===== src/conv_ctrl_regs.svh =====
`ifndef CONV_CTRL_REGS_SVH
`define CONV_CTRL_REGS_SVH
// register offsets (byte addresses on the register port)
`define OFS_DISABLE 8'h17
`define OFS_RESULT 8'h19
`define OFS_CHANNEL 8'h1b
`define OFS_CONTROL 8'h1c
`define OFS_TRIGGER 8'h1d
// control register fields
`define BIT_ON 7
`define BIT_GO 6
`define BIT_AUTO 5
`define BIT_DONE 4
`define BIT_IRQ_ON 3
// reset values
`define RST_BYTE 8'h00
// conversion lengths in converter clock cycles
`define FIRST_CYCLES 5'd25
`define NORMAL_CYCLES 5'd13
`endif


===== src/conv_ctrl_pkg.sv =====
package conv_ctrl_pkg;
    typedef enum logic [2:0] {
        SRC_FREE, SRC_COMPARATOR, SRC_EXT_INT0, SRC_COMPARE_A,
        SRC_OVERFLOW, SRC_COMPARE_B, SRC_PIN_CHANGE, SRC_CAPTURE
    } trigger_src_t;
    typedef struct packed {
        logic [7:0] addr;
        logic [7:0] wdata;
        logic wr;
        logic rd;
    } reg_req_t;
    typedef struct packed {
        logic comparator;
        logic extInt0;
        logic compareA;
        logic overflow;
        logic compareB;
        logic pinChange;
        logic capture;
    } trigger_in_t;
endpackage


===== src/sar_core.sv =====
`timescale 1ns/1ps
`include "conv_ctrl_regs.svh"
// successive approximation core model: counts converter clock ticks, then
// returns the quantised code of the selected input
module sar_core (
    // clock and reset
    input wire logic sys_clk,
    input wire logic resetn,
    // control
    input wire logic tick,
    input wire logic start,
    input wire logic abort,
    input wire logic first,
    input wire logic [1:0] channel,
    input wire logic [7:0] sample0,
    input wire logic [7:0] sample1,
    input wire logic [7:0] sample2,
    input wire logic [7:0] sample3,
    // results
    output logic busy,
    output logic lastCycle,
    output logic done,
    output logic [7:0] code
);
    logic [4:0] left;
    logic [1:0] held;

    assign lastCycle = busy && (left == 5'd1);

    // cycle counter, advances on converter clock ticks
    always_ff @(posedge sys_clk or negedge resetn) begin
        if (!resetn) begin
            busy <= 1'b0;
            left <= 5'd0;
            done <= 1'b0;
            held <= 2'd0;
        end else begin
            done <= 1'b0;
            if (abort) begin
                busy <= 1'b0;
            end else if (start && !busy) begin
                busy <= 1'b1;
                held <= channel;
                left <= first ? `FIRST_CYCLES : `NORMAL_CYCLES;
            end else if (busy && tick) begin
                left <= left - 5'd1;
                if (left == 5'd1) begin
                    busy <= 1'b0;
                    done <= 1'b1;
                end
            end
        end
    end

    // code register, samples are Vin*256/Vref already saturated at 0xff
    always_ff @(posedge sys_clk or negedge resetn) begin
        if (!resetn) begin
            code <= `RST_BYTE;
        end else if (busy && tick && left == 5'd1 && !abort) begin
            case (held)
                2'd0: code <= sample0;
                2'd1: code <= sample1;
                2'd2: code <= sample2;
                default: code <= sample3;
            endcase
        end
    end
endmodule


===== src/analog_conversion_control.sv =====
`timescale 1ns/1ps
`include "conv_ctrl_regs.svh"
module analog_conversion_control (
    // clock and reset
    input wire logic sys_clk,
    input wire logic resetn,
    // register port
    input wire conv_ctrl_pkg::reg_req_t req,
    output logic [7:0] rdata,
    // analog inputs, already quantised per pin
    input wire logic [7:0] sample0,
    input wire logic [7:0] sample1,
    input wire logic [7:0] sample2,
    input wire logic [7:0] sample3,
    // trigger flags from other peripherals (same clock)
    input wire conv_ctrl_pkg::trigger_in_t trig,
    // interrupt vector acknowledge and request
    input wire logic vectorAck,
    output logic irqRequest,
    // digital pin path
    input wire logic [3:0] pinRaw,
    output logic [3:0] pinRead,
    output logic [3:0] digitalInputOff
);
    import conv_ctrl_pkg::*;

    logic [1:0] channelCode;
    logic [1:0] activeChannel;
    logic converterOn;
    logic goPending;
    logic autoTriggerOn;
    logic doneFlag;
    logic doneIrqOn;
    logic [2:0] divider;
    trigger_src_t triggerSource;
    logic [3:0] digitalInputOffBits;
    logic [7:0] result;
    logic firstPending;
    logic [6:0] prescale;
    logic tick;
    logic selectedFlag;
    logic lastFlag;
    logic trigEdge;
    logic busy;
    logic lastCycle;
    logic coreDone;
    logic [7:0] coreCode;
    logic ctlWrite;
    // control qualifiers shared by several processes
    logic ctlGoWrite;
    logic ctlOffWrite;
    logic startNow;
    logic coreAbort;
    logic goBit;
    logic doneClear;
    logic [7:0] pinSync1;
    logic [3:0] pinSync2;

    // division mask: tick when the low bits of the counter are all ones
    // codes zero and one both give a divide by two
    function automatic logic [6:0] divMask(input logic [2:0] code);
        case (code)
            3'd0, 3'd1: divMask = 7'h01;
            3'd2: divMask = 7'h03;
            3'd3: divMask = 7'h07;
            3'd4: divMask = 7'h0f;
            3'd5: divMask = 7'h1f;
            3'd6: divMask = 7'h3f;
            default: divMask = 7'h7f;
        endcase
    endfunction

    // source decode
    // flag lookup for a trigger code; code zero reads the done flag, while the
    // restart path uses the core done strobe and the edge path skips code zero
    function automatic logic srcFlag(input trigger_src_t s, input trigger_in_t t,
                                     input logic done);
        case (s)
            SRC_FREE: srcFlag = done;
            SRC_COMPARATOR: srcFlag = t.comparator;
            SRC_EXT_INT0: srcFlag = t.extInt0;
            SRC_COMPARE_A: srcFlag = t.compareA;
            SRC_OVERFLOW: srcFlag = t.overflow;
            SRC_COMPARE_B: srcFlag = t.compareB;
            SRC_PIN_CHANGE: srcFlag = t.pinChange;
            default: srcFlag = t.capture;
        endcase
    endfunction

    // register decode shared by every write path
    function automatic logic regHit(input reg_req_t r, input logic [7:0] ofs);
        regHit = r.wr && (r.addr == ofs);
    endfunction

    // control write qualifiers, decoded once and reused below
    assign ctlWrite = regHit(req, `OFS_CONTROL);
    assign ctlGoWrite = ctlWrite && req.wdata[`BIT_GO];
    // a write with the enable bit low is the abort request
    assign ctlOffWrite = ctlWrite && !req.wdata[`BIT_ON];
    // write-one clear of the done flag
    assign doneClear = ctlWrite && req.wdata[`BIT_DONE];

    // prescaler divide
    // counter held at zero while off, so the first converter edge after
    // enabling always comes a whole divide period later
    always_ff @(posedge sys_clk or negedge resetn) begin
        if (!resetn) begin
            prescale <= 7'h00;
        end else if (!converterOn) begin
            prescale <= 7'h00;
        end else begin
            prescale <= prescale + 7'h01;
        end
    end
    // tick marks a converter clock rising edge; a divider change mid-conversion
    // only moves the next edge, there is no real clock that could glitch
    assign tick = converterOn && ((prescale & divMask(divider)) == divMask(divider));

    // channel tracking, locked while converting until the last converter cycle
    // the core latches its own copy at start; this register only feeds it
    always_ff @(posedge sys_clk or negedge resetn) begin
        if (!resetn) begin
            activeChannel <= 2'd0;
        end else if (!busy || lastCycle) begin
            activeChannel <= channelCode;
        end
    end

    // edge detect on selected flag
    // lastFlag follows whichever source is selected, so switching onto a set
    // source is seen as an edge; reset value matches the idle flag level
    assign selectedFlag = srcFlag(triggerSource, trig, doneFlag);
    always_ff @(posedge sys_clk or negedge resetn) begin
        if (!resetn) begin
            lastFlag <= 1'b0;
        end else begin
            lastFlag <= selectedFlag;
        end
    end
    // free running handled by restart path, never by this edge
    assign trigEdge = autoTriggerOn && converterOn && triggerSource != SRC_FREE
                      && selectedFlag && !lastFlag;

    // go bit seen by software: pending start or running core
    assign goBit = busy || goPending;
    // start strobe, one system clock wide on a converter edge
    assign startNow = goPending && tick;
    // the core stops at once while the converter is off
    assign coreAbort = !converterOn;

    // start request held until the next converter edge
    // trigger edges that arrive while busy are dropped, not queued
    always_ff @(posedge sys_clk or negedge resetn) begin
        if (!resetn) begin
            goPending <= 1'b0;
        end else if (ctlOffWrite) begin
            goPending <= 1'b0;
        end else if (ctlGoWrite && !busy) begin
            goPending <= 1'b1;
        end else if (trigEdge && !busy) begin
            goPending <= 1'b1;
        end else if (coreDone && autoTriggerOn && triggerSource == SRC_FREE) begin
            goPending <= 1'b1;
        end else if (startNow) begin
            goPending <= 1'b0;
        end
    end

    // first conversion marker
    // set again on every off to on write, so a re-enabled converter
    // always spends the long initialisation conversion first
    always_ff @(posedge sys_clk or negedge resetn) begin
        if (!resetn) begin
            firstPending <= 1'b1;
        end else if (ctlWrite && req.wdata[`BIT_ON] && !converterOn) begin
            firstPending <= 1'b1;
        end else if (startNow) begin
            firstPending <= 1'b0;
        end
    end

    // analog core
    // the core keeps the cycle count; this block only schedules and records
    sar_core core (
        .sys_clk(sys_clk),
        .resetn(resetn),
        .tick(tick),
        .start(startNow),
        .abort(coreAbort),
        .first(firstPending),
        .channel(activeChannel),
        .sample0(sample0),
        .sample1(sample1),
        .sample2(sample2),
        .sample3(sample3),
        .busy(busy),
        .lastCycle(lastCycle),
        .done(coreDone),
        .code(coreCode)
    );

    // result capture
    // result and flag move on the same edge, a read never sees one alone
    always_ff @(posedge sys_clk or negedge resetn) begin
        if (!resetn) begin
            result <= `RST_BYTE;
        end else if (coreDone) begin
            result <= coreCode;
        end
    end

    // done flag, set wins over clear
    // a clear landing on the completing edge loses, so no result goes unseen
    always_ff @(posedge sys_clk or negedge resetn) begin
        if (!resetn) begin
            doneFlag <= 1'b0;
        end else if (coreDone) begin
            doneFlag <= 1'b1;
        end else if (vectorAck || doneClear) begin
            doneFlag <= 1'b0;
        end
    end

    // interrupt request
    // kept combinational so a clear drops the request in the same cycle
    assign irqRequest = doneFlag && doneIrqOn;

    // control register writable fields
    // fields load together; go and done bits are strobes, never stored here
    always_ff @(posedge sys_clk or negedge resetn) begin
        if (!resetn) begin
            converterOn <= 1'b0;
            autoTriggerOn <= 1'b0;
            doneIrqOn <= 1'b0;
            divider <= 3'd0;
        end else if (ctlWrite) begin
            converterOn <= req.wdata[`BIT_ON];
            autoTriggerOn <= req.wdata[`BIT_AUTO];
            doneIrqOn <= req.wdata[`BIT_IRQ_ON];
            divider <= req.wdata[2:0];
        end
    end

    // only low bits stored, upper bits of each register are dropped here
    always_ff @(posedge sys_clk or negedge resetn) begin
        if (!resetn) begin
            channelCode <= 2'h0;
        end else if (regHit(req, `OFS_CHANNEL)) begin
            channelCode <= req.wdata[1:0];
        end
    end

    always_ff @(posedge sys_clk or negedge resetn) begin
        if (!resetn) begin
            triggerSource <= SRC_FREE;
        end else if (regHit(req, `OFS_TRIGGER)) begin
            triggerSource <= trigger_src_t'(req.wdata[2:0]);
        end
    end

    always_ff @(posedge sys_clk or negedge resetn) begin
        if (!resetn) begin
            digitalInputOffBits <= 4'h0;
        end else if (regHit(req, `OFS_DISABLE)) begin
            digitalInputOffBits <= req.wdata[3:0];
        end
    end

    // pins are asynchronous, two flops before use
    // pinSync1 is read by the second stage only
    always_ff @(posedge sys_clk or negedge resetn) begin
        if (!resetn) begin
            pinSync1 <= 8'h00;
            pinSync2 <= 4'h0;
        end else begin
            pinSync1 <= {4'h0, pinRaw};
            pinSync2 <= pinSync1[3:0];
        end
    end

    always_ff @(posedge sys_clk or negedge resetn) begin
        if (!resetn) begin
            pinRead <= 4'h0;
        end else begin
            pinRead <= pinSync2 & ~digitalInputOffBits;
        end
    end
    // the disable bits also leave the block to switch off the input buffers
    assign digitalInputOff = digitalInputOffBits;

    // read data, registered, one cycle after the strobe; unmapped reads zero
    // reads have no side effect, so polling the go bit is safe
    always_ff @(posedge sys_clk or negedge resetn) begin
        if (!resetn) begin
            rdata <= `RST_BYTE;
        end else if (req.rd) begin
            case (req.addr)
                `OFS_RESULT: rdata <= result;
                `OFS_CHANNEL: rdata <= {6'h00, channelCode};
                `OFS_DISABLE: rdata <= {4'h0, digitalInputOffBits};
                `OFS_CONTROL: rdata <= {converterOn, goBit, autoTriggerOn,
                                        doneFlag, doneIrqOn, divider};
                `OFS_TRIGGER: rdata <= {5'h00, triggerSource};
                default: rdata <= `RST_BYTE;
            endcase
        end else begin
            rdata <= `RST_BYTE;
        end
    end
endmodule


===== config.mk =====
export PLATFORM = sky130hd
export DESIGN_NAME = analog_conversion_control
export DESIGN_NICKNAME = d
export VERILOG_FILES = /design/src/conv_ctrl_pkg.sv /design/src/sar_core.sv /design/src/analog_conversion_control.sv
export VERILOG_INCLUDE_DIRS = /design/src /design/src/src
export SDC_FILE = /design/constraint.sdc
export NUM_CORES = 1
export LEC_CHECK = 0
export BUFFER_PORTS_ARGS = -buffer_cell sky130_fd_sc_hd__buf_2
export CORE_MARGIN = 1.5
export CORE_UTILIZATION = 23
export DETAILED_ROUTE_END_ITERATION = 6
export PLACE_DENSITY_LB_ADDON = 0.12
export RECOVER_POWER = 50
export SYNTH_ARGS = -nofsm -noshare
export SYNTH_HDL_FRONTEND = slang
export SYNTH_SLANG_ARGS = --single-unit

===== constraint.sdc =====
create_clock -name sys_clk -period 2.6 [get_ports sys_clk]
set_input_delay 0.26 -clock sys_clk [delete_from_list [all_inputs] [get_ports sys_clk]]
set_output_delay 0.26 -clock sys_clk [all_outputs]
set_load 0.01 [all_outputs]

==> tab_implementation.tex, run 1 <==
\begin{tabular}{lr}
\hline
Metric & Value \\
\hline
\multicolumn{2}{l}{\textbf{STA}} \\
\quad Share of the clock period used by the worst path after layout & 0.7908 \\
\quad Post-route minimum period & 2.056 ns \\
\quad Final setup violation count & 0 \\
\quad Post-route worst hold slack & $\sim$0.029 ns \\
\quad Final hold vios & 0 \\
\quad Total count of max-transition violations in the final report & between 70 and 80 \\
\quad Remaining max-slew budget at the tightest pin & -0.2316 \\
\quad Fmax & approximately 490 MHz \\
\quad TNS Setup & 0 ns \\
\quad Worst slew pin tran & 1.847 ns \\
\quad RSZ-0062 raised after global routing & false \\
\quad Worst-case clock skew & approximately 0.0060 ns \\
\multicolumn{2}{l}{\textbf{Power}} \\
\quad PwrDens & just under 800 mW/mm² \\
\quad Worst IR Drop VDD & approximately 0.26 mV \\
\quad Leakage & about 1.9 nW \\
\quad Post-layout power & 3.363 mW \\
\multicolumn{2}{l}{\textbf{Run}} \\
\quad Maximum capacitance violations & 1 \\
\multicolumn{2}{l}{\textbf{Worst setup path}} \\
\quad Worst EP required & between 2 and 3 ns \\
\quad Highest net fanout along the worst path & 13 \\
\quad Critical-path cell with the highest stage delay & sky130\_fd\_sc\_hd\_\_dfrtp\_1 \\
\quad Critical path cell sequence & nand4\_1 -> o221a\_2 -> a2111oi\_4 -> buf\_4 -> nand3\_4 -> mux2\_2 \\
\quad Crit Path Class & reg2reg \\
\quad Cell depth of the worst flop-to-flop path & 6 \\
\quad Nature of the critical path endpoint & flop \\
\quad Largest stage delay on the critical path & about 0.42 ns \\
\quad Crit path DAT & between 2 and 2.5 ns \\
\quad Register-to-Register Setup Slack & around 0.54 ns \\
\quad Worst reg2reg path endpoint & core.code[6] \\
\quad Crit path launch type & flop \\
\quad R2R Path Start & prescale[3] \\
\quad Cell family with most CP delay & compound AO/OA/AOI/OAI gates \\
\quad Critical path buffers and inverters & 1 \\
\multicolumn{2}{l}{\textbf{GRT}} \\
\quad Overall Global Routing Usage & 0.1166 \\
\quad Global-route wire length before repair & roughly 14 mm \\
\quad Number of antenna violations at the first check in global routing & 0 \\
\quad Largest net degree at the start of global routing & 74 \\
\quad Via count of the first global-routing pass & around 2500 \\
\quad Overflow left after global routing & 0 \\
\multicolumn{2}{l}{\textbf{Die}} \\
\quad Full die area & 0.01544 mm² \\
\quad Number of top-level pins & 81 \\
\quad Initial Util & 0.2345 \\
\quad Vertical die dimension & approximately 120 µm \\
\quad Core Rows & 44 \\
\quad Die Span X & roughly 120 µm \\
\quad Floorplan Core Area & between 0.01 and 0.015 mm² \\
\multicolumn{2}{l}{\textbf{Route}} \\
\quad Pre-Repair DR Iteration Count & 4 \\
\quad Antenna Nets Post-Route & 0 \\
\quad Detail-routed net length per standard cell & 15.86 µm \\
\quad Routed wire length & approximately 8.6 mm \\
\quad Via count of the routed design & 2426 \\
\quad Number of remaining DRC errors & 0 \\
\quad Number of DRC markers in iteration 0 & 55 \\
\quad Vias per std cell & 4.476 \\
\multicolumn{2}{l}{\textbf{CTS}} \\
\quad Worst-path clk slew & roughly 0.060 ns \\
\quad Number of cells upsized or downsized after cts & 0 \\
\quad H-tree depth & 3 \\
\quad Clock sinks & 73 \\
\quad Hold-fix buffers at CTS & 0 \\
\quad Number of buffers inserted during clock tree synthesis & 9 \\
\quad Clock tree from TritonCTS & yes \\
\quad Clock Tree Buf Depth & 2 \\
\quad Clock tree root buffer cell & sky130\_fd\_sc\_hd\_\_clkbuf\_16 \\
\quad Post-CTS setup buffer count & 0 \\
\quad Skew-Pair Late Insertion Delay & $\sim$0.33 ns \\
\multicolumn{2}{l}{\textbf{Place}} \\
\quad Number of I/O port buffers & 80 \\
\quad RD Place Congestion & around 0.75 \\
\quad HPWL after detailed placement & 6.353 mm \\
\multicolumn{2}{l}{\textbf{Synth}} \\
\quad Dominant register cell in the synthesized netlist & sky130\_fd\_sc\_hd\_\_dfrtp\_1 \\
\quad Count of flip-flops with a built-in enable after synthesis & 0 \\
\quad Synth Instances & $\sim$270 \\
\quad Flip-flop and latch count after synthesis & between 70 and 80 \\
\quad Syn\_nets & 336 \\
\quad Mapped Area & between 0.003 and 0.004 mm² \\
\quad Synthesized area per cell & around 13 µm² \\
\quad Share of synthesized flip-flops with an asynchronous set or reset & 1.000 \\
\quad Share of synthesized area occupied by flip-flops and latches & 0.5405 \\
\quad Yosys warning count & 0 \\
\quad Post-synth cell types & 53 \\
\multicolumn{2}{l}{\textbf{Hold path}} \\
\quad Hold Crit Endpoint & pinSync1[3] \\
\quad Number of cells traversed by the worst hold path & 1 \\
\quad Worst Min Path Start & pinRaw[3] \\
\quad Class of the worst hold path & in2reg \\
\multicolumn{2}{l}{\textbf{Finish}} \\
\quad Fraction of layout instances using a drive strength above 1 & 0.4190 \\
\quad Nets & 420 \\
\quad Number of antenna cells inserted & 0 \\
\quad Growth of design area from synthesis to finish & 26.49\% \\
\multicolumn{2}{l}{\textbf{Run status}} \\
\quad Failing checks & capacitance limit, slew limit \\
\quad Run status & finished with violations \\
\hline
\end{tabular}
==> cell usage after synthesis (2+ instances only) <==
cell	n	share of area
sky130_fd_sc_hd__a21oi_1	6	0.0089
sky130_fd_sc_hd__a22o_1	3	0.0078
sky130_fd_sc_hd__a22oi_1	6	0.013
sky130_fd_sc_hd__a32o_1	2	0.0059
sky130_fd_sc_hd__and2_1	2	0.0037
sky130_fd_sc_hd__and3_1	2	0.0037
sky130_fd_sc_hd__and4b_1	2	0.0059
sky130_fd_sc_hd__clkbuf_1	7	0.0078
sky130_fd_sc_hd__dfrtp_1	72	0.53
sky130_fd_sc_hd__ha_1	3	0.011
sky130_fd_sc_hd__inv_1	9	0.010
sky130_fd_sc_hd__mux2_2	35	0.12
sky130_fd_sc_hd__mux2i_1	3	0.0089
sky130_fd_sc_hd__mux4_2	8	0.053
sky130_fd_sc_hd__nand2_1	17	0.019
sky130_fd_sc_hd__nand2b_1	3	0.0055
sky130_fd_sc_hd__nand3_1	9	0.013
sky130_fd_sc_hd__nand3b_1	3	0.0067
sky130_fd_sc_hd__nand4_1	2	0.0037
sky130_fd_sc_hd__nor2_1	16	0.018
sky130_fd_sc_hd__nor2b_1	12	0.022
sky130_fd_sc_hd__nor3_1	3	0.0044
sky130_fd_sc_hd__nor3b_1	2	0.0044
sky130_fd_sc_hd__o21ai_0	8	0.012
sky130_fd_sc_hd__o221a_2	2	0.0067
sky130_fd_sc_hd__o22ai_1	3	0.0055
sky130_fd_sc_hd__xor2_1	3	0.0078
==> flip-flops by register name, summed over array words and instances, names as in the netlist <==
name	count
digitalInputOff	4
doneFlag	1
lastFlag	1
triggerSource	3
doneIrqOn	1
core.held	2
divider	3
prescale	7
firstPending	1
core.busy	1
activeChannel	2
pinRead	4
rdata	8
pinSync2	4
autoTriggerOn	1
converterOn	1
pinSync1	4
channelCode	2
goPending	1
core.code	8
core.left	5
core.done	1
result	8
==> placed cells by master, fill, tap and decap left out, types with 8 or more instances in the layout <==
cell type,count
sky130_fd_sc_hd__o21ai_0,8
sky130_fd_sc_hd__nor2_1,16
sky130_fd_sc_hd__nand2_1,17
sky130_fd_sc_hd__dfrtp_1,72
sky130_fd_sc_hd__nand3_1,9
sky130_fd_sc_hd__mux4_2,8
sky130_fd_sc_hd__nor2b_1,12
sky130_fd_sc_hd__clkbuf_16,9
sky130_fd_sc_hd__mux2_2,35
sky130_fd_sc_hd__buf_2,79
sky130_fd_sc_hd__inv_1,9
==> layout make-up <==
cell class                 count  area, µm²
fill                        1537      10150
tap                          184      230.2
clock buffer                  11      232.7
inverter                      10      37.54
timing repair buffer          83      422.9
sequential                    73       1828
multi-input combinational    176       1470
clock inverter                 5      56.30
==> per-stage QoR <==
stage / util / area, µm² / std cells / worst slack (ns)
floorplan: - / 3382 / 269 / 0.7618
global placement: 0.2767 / 3991 / 526 / 0.5746
detailed placement: 0.2767 / 3991 / 526 / 0.4966
CTS: 0.2968 / 4280 / 542 / 0.5167
global route: 0.2966 / 4278 / 542 / 0.4084
finish: 0.2966 / 4278 / 542 / 0.5439
==> layer usage <==
metal,global-route usage,up-vias,part of all wire
li1,-,1156,-
met1,0.1541,1197,0.47
met2,0.1849,61,0.47
met3,0.02405,12,0.042
met4,0.05071,0,0.020
met5,0,-,0
==> logic make-up (layout without fill, tap and decap cells) <==
| family | count (synthesis) | in the layout | share of synthesized area |
|---|---|---|---|
| AO/OA/AOI/OAI | 41 | 41 | 0.09287 |
| adder cells (fa/ha/maj) | 3 | 3 | 0.01110 |
| buffers and inverters | 20 | 109 | 0.02478 |
| AND/OR/NAND/NOR | 82 | 82 | 0.1417 |
| XOR/XNOR | 4 | 4 | 0.01036 |
| flip-flops | 73 | 73 | 0.5405 |
| multiplexers | 46 | 46 | 0.1787 |
==> worst max-delay path by stage <==
stage / slack, ns / startpoint / cells past startpoint / endpoint
2_1_floorplan: 0.76 / divider[0] / 6 / core.left[0]
3_3_place_gp: 0.57 / divider[0] / 6 / core.code[3]
3_5_place_dp: 0.50 / req[15] / 6 / digitalInputOff[2]
4_1_cts: 0.52 / prescale[1] / 6 / core.code[0]
5_1_grt: 0.41 / prescale[1] / 6 / core.code[3]
6_report: 0.54 / prescale[3] / 6 / core.code[6]
==> where the power goes <==
group | leakage [nW] | switching [mW] | internal [mW] | total, mW
clock | 0.139 | 0.473 | 0.741 | 1.21
combinational | 0.872 | 0.250 | 0.324 | 0.574
sequential | 0.930 | 0.216 | 1.36 | 1.58
(Power assumes the default switching activity.)
==> run 2: changes to the inputs <==
==> constraint.sdc (replaced) <==
create_clock -name sys_clk -period 1.6 [get_ports sys_clk]
set_input_delay 0.16 -clock sys_clk [delete_from_list [all_inputs] [get_ports sys_clk]]
set_output_delay 0.16 -clock sys_clk [all_outputs]
set_load 0.01 [all_outputs]
==> tab_implementation.tex, run 2 (same netlist as run 1, synthesis figures left out) <==
\begin{tabular}{lr}
\hline
Metric & Value \\
\hline
\multicolumn{2}{l}{\textbf{Run status}} \\
\quad Run status & finished with violations \\
\quad Failing checks & setup timing \\
\multicolumn{2}{l}{\textbf{Worst setup path}} \\
\quad Critical path cell sequence & nor2b\_1 -> o221a\_2 -> a2111oi\_4 -> buf\_4 -> buf\_6 -> nand2\_4 -> mux2\_4 \\
\quad Crit path launch type & flop \\
\quad Cell family with most CP delay & compound AO/OA/AOI/OAI gates \\
\quad Worst EP required & about 1.8 ns \\
\quad Crit Path Class & reg2reg \\
\quad Critical-path cell with the highest stage delay & sky130\_fd\_sc\_hd\_\_dfrtp\_1 \\
\quad Critical path buffers and inverters & 2 \\
\quad Largest stage delay on the critical path & approximately 0.37 ns \\
\quad Nature of the critical path endpoint & flop \\
\quad Crit path DAT & between 1.5 and 2 ns \\
\quad Highest net fanout along the worst path & 6 \\
\multicolumn{2}{l}{\textbf{STA}} \\
\quad Worst Setup Slack, final & -0.1466 ns \\
\quad Final hold vios & 0 \\
\quad Worst slew pin tran & 0.7613 ns \\
\quad RSZ-0062 raised after global routing & true \\
\quad Fmax & 572.6 MHz \\
\quad Worst-case clock skew & between 0.007 and 0.008 ns \\
\quad Share of the clock period used by the worst path after layout & 1.092 \\
\quad Post-route minimum period & about 1.7 ns \\
\quad Final setup violation count & 18 \\
\quad Remaining max-slew budget at the tightest pin & 0.4925 \\
\quad Total count of max-transition violations in the final report & 0 \\
\multicolumn{2}{l}{\textbf{GRT}} \\
\quad Number of antenna violations at the first check in global routing & 1 \\
\quad Overflow left after global routing & 0 \\
\quad Via count of the first global-routing pass & approximately 2700 \\
\quad Global routing's busiest layer & met2 \\
\quad Overall Global Routing Usage & 0.1214 \\
\quad Global-route wire length before repair & between 10 and 15 mm \\
\quad Met1 Track Usage GR & 0.1593 \\
\quad Largest net degree at the start of global routing & 31 \\
\quad Global-route track usage on met3 & 0.03007 \\
\quad Met2 layer usage reported by global route & 0.1891 \\
\multicolumn{2}{l}{\textbf{CTS}} \\
\quad Worst-path clk slew & roughly 0.06 ns \\
\quad Clock tree from TritonCTS & yes \\
\quad Clock sinks & 73 \\
\quad Clock Tree Buf Depth & 2 \\
\quad H-tree depth & 3 \\
\quad Clock tree root buffer cell & sky130\_fd\_sc\_hd\_\_clkbuf\_16 \\
\quad Number of buffers inserted during clock tree synthesis & 9 \\
\quad Skew-Pair Late Insertion Delay & about 0.33 ns \\
\multicolumn{2}{l}{\textbf{Place}} \\
\quad Placement Cell Area & 0.004332 mm² \\
\quad RD Place Congestion & roughly 0.74 \\
\quad HPWL after detailed placement & 6.853 mm \\
\quad Number of I/O port buffers & 80 \\
\quad Setup slack at placement & -0.2658 ns \\
\multicolumn{2}{l}{\textbf{Power}} \\
\quad Leakage & 2.233 nW \\
\quad Cell Int Power & between 4 and 5 mW \\
\quad PwrDens & between 1000 and 1500 mW/mm² \\
\quad Sequential Power Share & 0.425 \\
\quad Clock network fraction of design power & 0.314 \\
\quad Net switching power & between 1.5 and 2 mW \\
\quad Worst IR Drop VDD & 0.4995 mV \\
\quad Combinational group share of total power & 0.261 \\
\quad Switching Share & 0.2819 \\
\multicolumn{2}{l}{\textbf{Route}} \\
\quad Detail-routed net length per standard cell & 14.96 µm \\
\quad Via count of the routed design & roughly 2600 \\
\quad Pre-Repair DR Iteration Count & 4 \\
\quad Antenna Nets Post-Route & 0 \\
\quad Routed wire length & about 9 mm \\
\quad Number of remaining DRC errors & 0 \\
\quad Number of DRC markers in iteration 0 & between 90 and 100 \\
\quad Vias per std cell & around 4.4 \\
\multicolumn{2}{l}{\textbf{Finish}} \\
\quad Commonest non-fill, non-tap cells in the layout & 80 x sky130\_fd\_sc\_hd\_\_buf\_2, 72 x sky130\_fd\_sc\_hd\_\_dfrtp\_1, 40 x sky130\_fd\_sc\_hd\_\_buf\_4 \\
\quad Nets & 471 \\
\quad Final design instance area without fill & about 0.0047 mm² \\
\quad Growth of design area from synthesis to finish & 40.10\% \\
\quad Number of antenna cells inserted & 0 \\
\quad Most common cell after layout, fill and taps aside & sky130\_fd\_sc\_hd\_\_buf\_2 \\
\quad Finished Core Util & 0.3285 \\
\quad Registers with the highest flip-flop counts & core.code x8, rdata x8, result x8 \\
\quad Fraction of layout instances using a drive strength above 1 & 0.4975 \\
\multicolumn{2}{l}{\textbf{Die}} \\
\quad Full die area & around 0.015 mm² \\
\quad Floorplan Core Area & roughly 0.014 mm² \\
\quad Number of top-level pins & roughly 80 \\
\quad Core Rows & 44 \\
\quad Vertical die dimension & 124.3 µm \\
\quad Initial Util & 0.2345 \\
\quad Die Span X & approximately 120 µm \\
\multicolumn{2}{l}{\textbf{Run}} \\
\quad Maximum capacitance violations & 0 \\
\multicolumn{2}{l}{\textbf{Hold path}} \\
\quad Class of the worst hold path & in2reg \\
\hline
\end{tabular}
[run 2: timing repair]
item,CTS,global route
setup endpoints to repair,20,21
hold buffers,5,0
endpoints found under the hold margin,30,0
pin swaps,3,0
gates cloned,1,0
setup buffers,4,1
gates resized for setup,9,8
[run 2: final timing paths]
kind	from	to	slack, ns	cells past startpoint
max in group asynchronous	resetn	result[6]	0.18	3
worst max-delay path	divider[0]	core.held[1]	-0.15	7
min in group asynchronous	resetn	pinSync2[1]	0.44	2
worst max register to register	divider[0]	core.held[1]	-0.15	7
worst min register to register	pinSync1[1]	pinSync2[1]	0.35	0
worst min-delay path	req[7]	autoTriggerOn	0.07	2
[run 2: power by group through the flow]
stage	Clock, mW	Combinational, mW	Sequential [mW]
2_1_floorplan	0	0.758	2.45
3_3_place_gp	0	1.34	2.46
3_5_place_dp	0	1.35	2.46
4_1_cts	1.88	1.46	2.45
5_1_grt	1.94	1.68	2.50
6_report	1.81	1.50	2.45
[run 2: final cells by class]
type / instances / area [µm²]
Clock inverter: 3 / 17.52
Fill cell: 1522 / 9686
Multi-Input combinational cell: 176 / 1548
Sequential cell: 73 / 1828
Inverter: 10 / 37.54
Clock buffer: 12 / 246.5
Timing Repair Buffer: 134 / 830.8
Tap cell: 184 / 230.2
[run 2: through the flow]
| stage | power (mW) | hold WS, ns | TNS, ns | instances |
|---|---|---|---|---|
| global route | 6.117 | 0.07192 | -5.826 | 592 |
| global placement | 3.796 | 0.1272 | -4.805 | 566 |
| detailed placement | 3.807 | 0.1229 | -4.709 | 566 |
| floorplan | 3.210 | -0.1356 | -2.500 | 269 |
| CTS | 5.790 | 0.05668 | -2.258 | 591 |
| finish | 5.758 | 0.07111 | -1.716 | 592 |
[run 2: layer usage]
| layer | vias to the layer above | wire (µm) |
|---|---|---|
| met5 | - | 15 |
| met4 | 2 | 163 |
| met3 | 14 | 479 |
| met2 | 73 | 4090 |
| met1 | 1271 | 4106 |
| li1 | 1260 | - |
==> run 3: changes to the inputs <==
--- a/config.mk
+++ b/config.mk
@@ -7,6 +7,8 @@
 export NUM_CORES = 1
 export LEC_CHECK = 0
 export BUFFER_PORTS_ARGS = -buffer_cell sky130_fd_sc_hd__buf_2
+export CELL_PAD_IN_SITES_DETAIL_PLACEMENT = 1
+export CELL_PAD_IN_SITES_GLOBAL_PLACEMENT = 1
 export CORE_MARGIN = 1.5
 export CORE_UTILIZATION = 23
 export DETAILED_ROUTE_END_ITERATION = 6
@@ -14,4 +16,5 @@
 export RECOVER_POWER = 50
 export SYNTH_ARGS = -nofsm -noshare
 export SYNTH_HDL_FRONTEND = slang
+export SYNTH_HIERARCHICAL = 1
 export SYNTH_SLANG_ARGS = --single-unit
==> tab_implementation.tex, run 3 <==
\begin{tabular}{lr}
\hline
Metric & Value \\
\hline
\multicolumn{2}{l}{\textbf{Run status}} \\
\quad Run status & finished with violations \\
\quad Failing checks & setup timing \\
\multicolumn{2}{l}{\textbf{GRT}} \\
\quad Overflow left after global routing & 0 \\
\quad Largest net degree at the start of global routing & 46 \\
\quad Number of antenna violations at the first check in global routing & 0 \\
\quad Global-route wire length before repair & 15.69 mm \\
\quad Overall Global Routing Usage & 0.1300 \\
\quad Via count of the first global-routing pass & roughly 2900 \\
\multicolumn{2}{l}{\textbf{Power}} \\
\quad Clock network fraction of design power & 0.349 \\
\quad PwrDens & $\sim$1100 mW/mm² \\
\quad Cell Int Power & about 3.9 mW \\
\quad Leakage & roughly 2.3 nW \\
\quad Net switching power & between 1.5 and 2 mW \\
\quad Sequential Power Share & 0.414 \\
\quad Worst IR Drop VDD & between 0.5 and 0.6 mV \\
\quad Post-layout power & 5.464 mW \\
\quad Switching Share & 0.2849 \\
\quad Combinational group share of total power & 0.237 \\
\multicolumn{2}{l}{\textbf{Route}} \\
\quad Routed wire length & a little under 10 mm \\
\quad Pre-Repair DR Iteration Count & 4 \\
\quad Vias per std cell & 4.546 \\
\quad Via count of the routed design & about 2700 \\
\quad Antenna Nets Post-Route & 0 \\
\quad Detail-routed net length per standard cell & 16.32 µm \\
\quad Number of remaining DRC errors & 0 \\
\quad Number of DRC markers in iteration 0 & 63 \\
\multicolumn{2}{l}{\textbf{Finish}} \\
\quad Nets & 476 \\
\quad Fraction of layout instances using a drive strength above 1 & 0.4964 \\
\quad Number of antenna cells inserted & 0 \\
\quad Commonest non-fill, non-tap cells in the layout & 79 x sky130\_fd\_sc\_hd\_\_buf\_2, 72 x sky130\_fd\_sc\_hd\_\_dfrtp\_1, 40 x sky130\_fd\_sc\_hd\_\_buf\_4 \\
\quad Sequential cell area & 0.001828 mm² \\
\quad Fillers & 1608 \\
\quad Growth of design area from synthesis to finish & 41.70\% \\
\quad Registers with the highest flip-flop counts & core/code x8, rdata x8, result x8 \\
\quad Area of the multi-input gates & roughly 0.0017 mm² \\
\quad Most common cell after layout, fill and taps aside & sky130\_fd\_sc\_hd\_\_buf\_2 \\
\quad Finished Core Util & 0.3354 \\
\multicolumn{2}{l}{\textbf{STA}} \\
\quad Total count of max-transition violations in the final report & 0 \\
\quad Final hold vios & 0 \\
\quad Worst-case clock skew & 0.005521 ns \\
\quad Post-route minimum period & about 1.9 ns \\
\quad RSZ-0062 raised after global routing & true \\
\quad Share of the clock period used by the worst path after layout & 1.157 \\
\quad TNS Setup & -2.851 ns \\
\quad Worst Setup Slack, final & -0.2514 ns \\
\quad Remaining max-slew budget at the tightest pin & 0.5635 \\
\quad Fmax & approximately 540 MHz \\
\quad Final setup violation count & 16 \\
\quad Worst slew pin tran & $\sim$0.65 ns \\
\multicolumn{2}{l}{\textbf{Die}} \\
\quad Vertical die dimension & 125.5 µm \\
\quad Full die area & around 0.016 mm² \\
\quad Floorplan Core Area & roughly 0.015 mm² \\
\quad Initial Util & 0.2367 \\
\quad Number of top-level pins & 81 \\
\quad Die Span X & $\sim$130 µm \\
\quad Core Rows & 44 \\
\multicolumn{2}{l}{\textbf{CTS}} \\
\quad Clock tree from TritonCTS & yes \\
\quad Clock sinks & 73 \\
\quad Worst-path clk slew & about 0.060 ns \\
\quad Number of buffers inserted during clock tree synthesis & 9 \\
\quad Clock Tree Buf Depth & 2 \\
\quad Skew-Pair Late Insertion Delay & roughly 0.34 ns \\
\quad Clock tree root buffer cell & sky130\_fd\_sc\_hd\_\_clkbuf\_16 \\
\quad H-tree depth & 3 \\
\multicolumn{2}{l}{\textbf{Synth}} \\
\quad Leading cell types by count after synthesis & 72 x sky130\_fd\_sc\_hd\_\_dfrtp\_1, 35 x sky130\_fd\_sc\_hd\_\_mux2\_2, 16 x sky130\_fd\_sc\_hd\_\_nor2\_1 \\
\quad Biggest area consumer among synthesized cells & sky130\_fd\_sc\_hd\_\_dfrtp\_1 \\
\quad Synth Instances & around 280 \\
\quad Dominant register cell in the synthesized netlist & sky130\_fd\_sc\_hd\_\_dfrtp\_1 \\
\quad Share of synthesized flip-flops with an asynchronous set or reset & 1.000 \\
\quad Area fraction in compound gates after synthesis & 0.09022 \\
\quad Flip-flop and latch count after synthesis & 73 \\
\quad Cell types occupying the most area after synthesis & sky130\_fd\_sc\_hd\_\_dfrtp\_1 52\%, sky130\_fd\_sc\_hd\_\_mux2\_2 11\%, sky130\_fd\_sc\_hd\_\_mux4\_2 5.2\% \\
\quad Area share of the leading cell type in the synthesized netlist & 0.5217 \\
\quad Syn\_nets & 344 \\
\quad Multiplexer share of the synthesized area & 0.1808 \\
\quad Count of flip-flops with a built-in enable after synthesis & 0 \\
\quad Post-synthesis xor/xnor area fraction & 0.01268 \\
\quad Simple-gate portion of the synthesized area & 0.1475 \\
\quad Yosys warning count & 6 \\
\quad Most numerous cell in the Yosys netlist & sky130\_fd\_sc\_hd\_\_dfrtp\_1 \\
\quad Share of synthesized area occupied by flip-flops and latches & 0.5293 \\
\quad Post-synth cell types & 59 \\
\quad Synth Area in Adders & 0.01087 \\
\quad Synthesized area per cell & 12.47 µm² \\
\quad Largest family of logic cells by synthesized area & multiplexers \\
\quad Mapped Area & around 0.0035 mm² \\
\multicolumn{2}{l}{\textbf{Worst setup path}} \\
\quad Highest net fanout along the worst path & 3 \\
\quad Nature of the critical path endpoint & flop \\
\quad R2R Path Start & prescale[6] \\
\quad Cell depth of the worst flop-to-flop path & 7 \\
\quad Critical path buffers and inverters & 1 \\
\quad Register-to-Register Setup Slack & -0.25 ns \\
\quad Cell family with most CP delay & compound AO/OA/AOI/OAI gates \\
\quad Worst EP required & 1.87 ns \\
\quad Critical path cell sequence & nand2b\_1 -> a21oi\_4 -> nor3\_4 -> and2b\_2 -> buf\_4 -> a311oi\_1 -> o22a\_1 \\
\quad Crit path launch type & flop \\
\quad Crit Path Class & reg2reg \\
\quad Timing startpoint of the critical path & prescale[6] \\
\quad Worst reg2reg path endpoint & core/left[2] \\
\quad Largest stage delay on the critical path & roughly 0.38 ns \\
\quad Crit path DAT & approximately 2.1 ns \\
\quad Critical-path cell with the highest stage delay & sky130\_fd\_sc\_hd\_\_dfrtp\_1 \\
\multicolumn{2}{l}{\textbf{Hold path}} \\
\quad Hold Crit Endpoint & autoTriggerOn \\
\quad Class of the worst hold path & in2reg \\
\quad Worst Min Path Start & req[7] \\
\quad Number of cells traversed by the worst hold path & 2 \\
\multicolumn{2}{l}{\textbf{Place}} \\
\quad Number of I/O port buffers & 80 \\
\quad RD Place Congestion & roughly 0.72 \\
\quad Setup slack at placement & -0.2514 ns \\
\quad HPWL after detailed placement & approximately 7.3 mm \\
\multicolumn{2}{l}{\textbf{Run}} \\
\quad Maximum capacitance violations & 0 \\
\hline
\end{tabular}
run 3: worst reg2reg max path, cell delays in order (launching register included):
cell and delay, ns:
sky130_fd_sc_hd__dfrtp_1 0.38, sky130_fd_sc_hd__nand2b_1 0.18, sky130_fd_sc_hd__a21oi_4 0.25, sky130_fd_sc_hd__nor3_4 0.07
sky130_fd_sc_hd__and2b_2 0.25, sky130_fd_sc_hd__buf_4 0.16, sky130_fd_sc_hd__a311oi_1 0.30, sky130_fd_sc_hd__o22a_1 0.19
run 3: per-layer routing:
metal	track usage	wire, µm
met3	0.03680	378
met4	0.05816	181
met5	0	0
met1	0.1714	4540
met2	0.1982	4643
run 3: area by class of cell:
class	count	area share
Sequential cell	73	0.3736
Multi-Input combinational cell	183	0.3462
Timing Repair Buffer	130	0.1662
Clock buffer	13	0.05523
Tap cell	184	0.04705
Inverter	12	0.009205
Clock inverter	2	0.002557
run 3: cells by family after synthesis:
| group | Yosys count |
|---|---|
| compound gates | 42 |
| xor+xnor | 5 |
| fa+ha+maj | 3 |
| buf+inv | 22 |
| flops | 73 |
| mux | 48 |
| simple gates | 84 |
run 3: power by group through the flow:
stage	clock network (mW)	registers [mW]	logic, mW
after floorplan	0	2.30	0.642
after CTS	2.01	2.27	1.27
final	1.90	2.26	1.30
after global placement	0	2.29	1.22
after global routing	2.06	2.30	1.45
after detailed placement	0	2.29	1.25
run 3: repair_timing:
| item | in CTS | in global routing |
|---|---|---|
| setup buffers | 2 | 1 |
| endpoints found under the hold margin | 76 | 0 |
| resized for setup | 6 | 6 |
| hold buffers | 5 | 0 |
| endpoints found under the setup margin | 17 | 18 |
| gates cloned | 0 | 1 |
| pin swaps | 3 | 2 |
run 3: worst max path at each step:
stage                   endpoint  slack, ns  cells after the start
global route        core/left[4]      -0.35                      7
global placement    core/held[0]      -0.21                      5
CTS                 core/left[4]      -0.24                      7
finish              core/left[2]      -0.25                      7
floorplan           core/held[0]      -0.20                      5
detailed placement  core/left[2]      -0.25                      7
run 3: stage by stage:
| step | cell area (µm²) | std cells | hold slack, ns |
|---|---|---|---|
| 2_1_floorplan | 3548 | 277 | -0.1356 |
| 3_3_place_gp | 4479 | 573 | -0.01785 |
| 3_5_place_dp | 4479 | 573 | -0.02155 |
| 4_1_cts | 4851 | 595 | 0.03772 |
| 5_1_grt | 4893 | 597 | 0.04268 |
| 6_report | 4893 | 597 | 0.05587 |
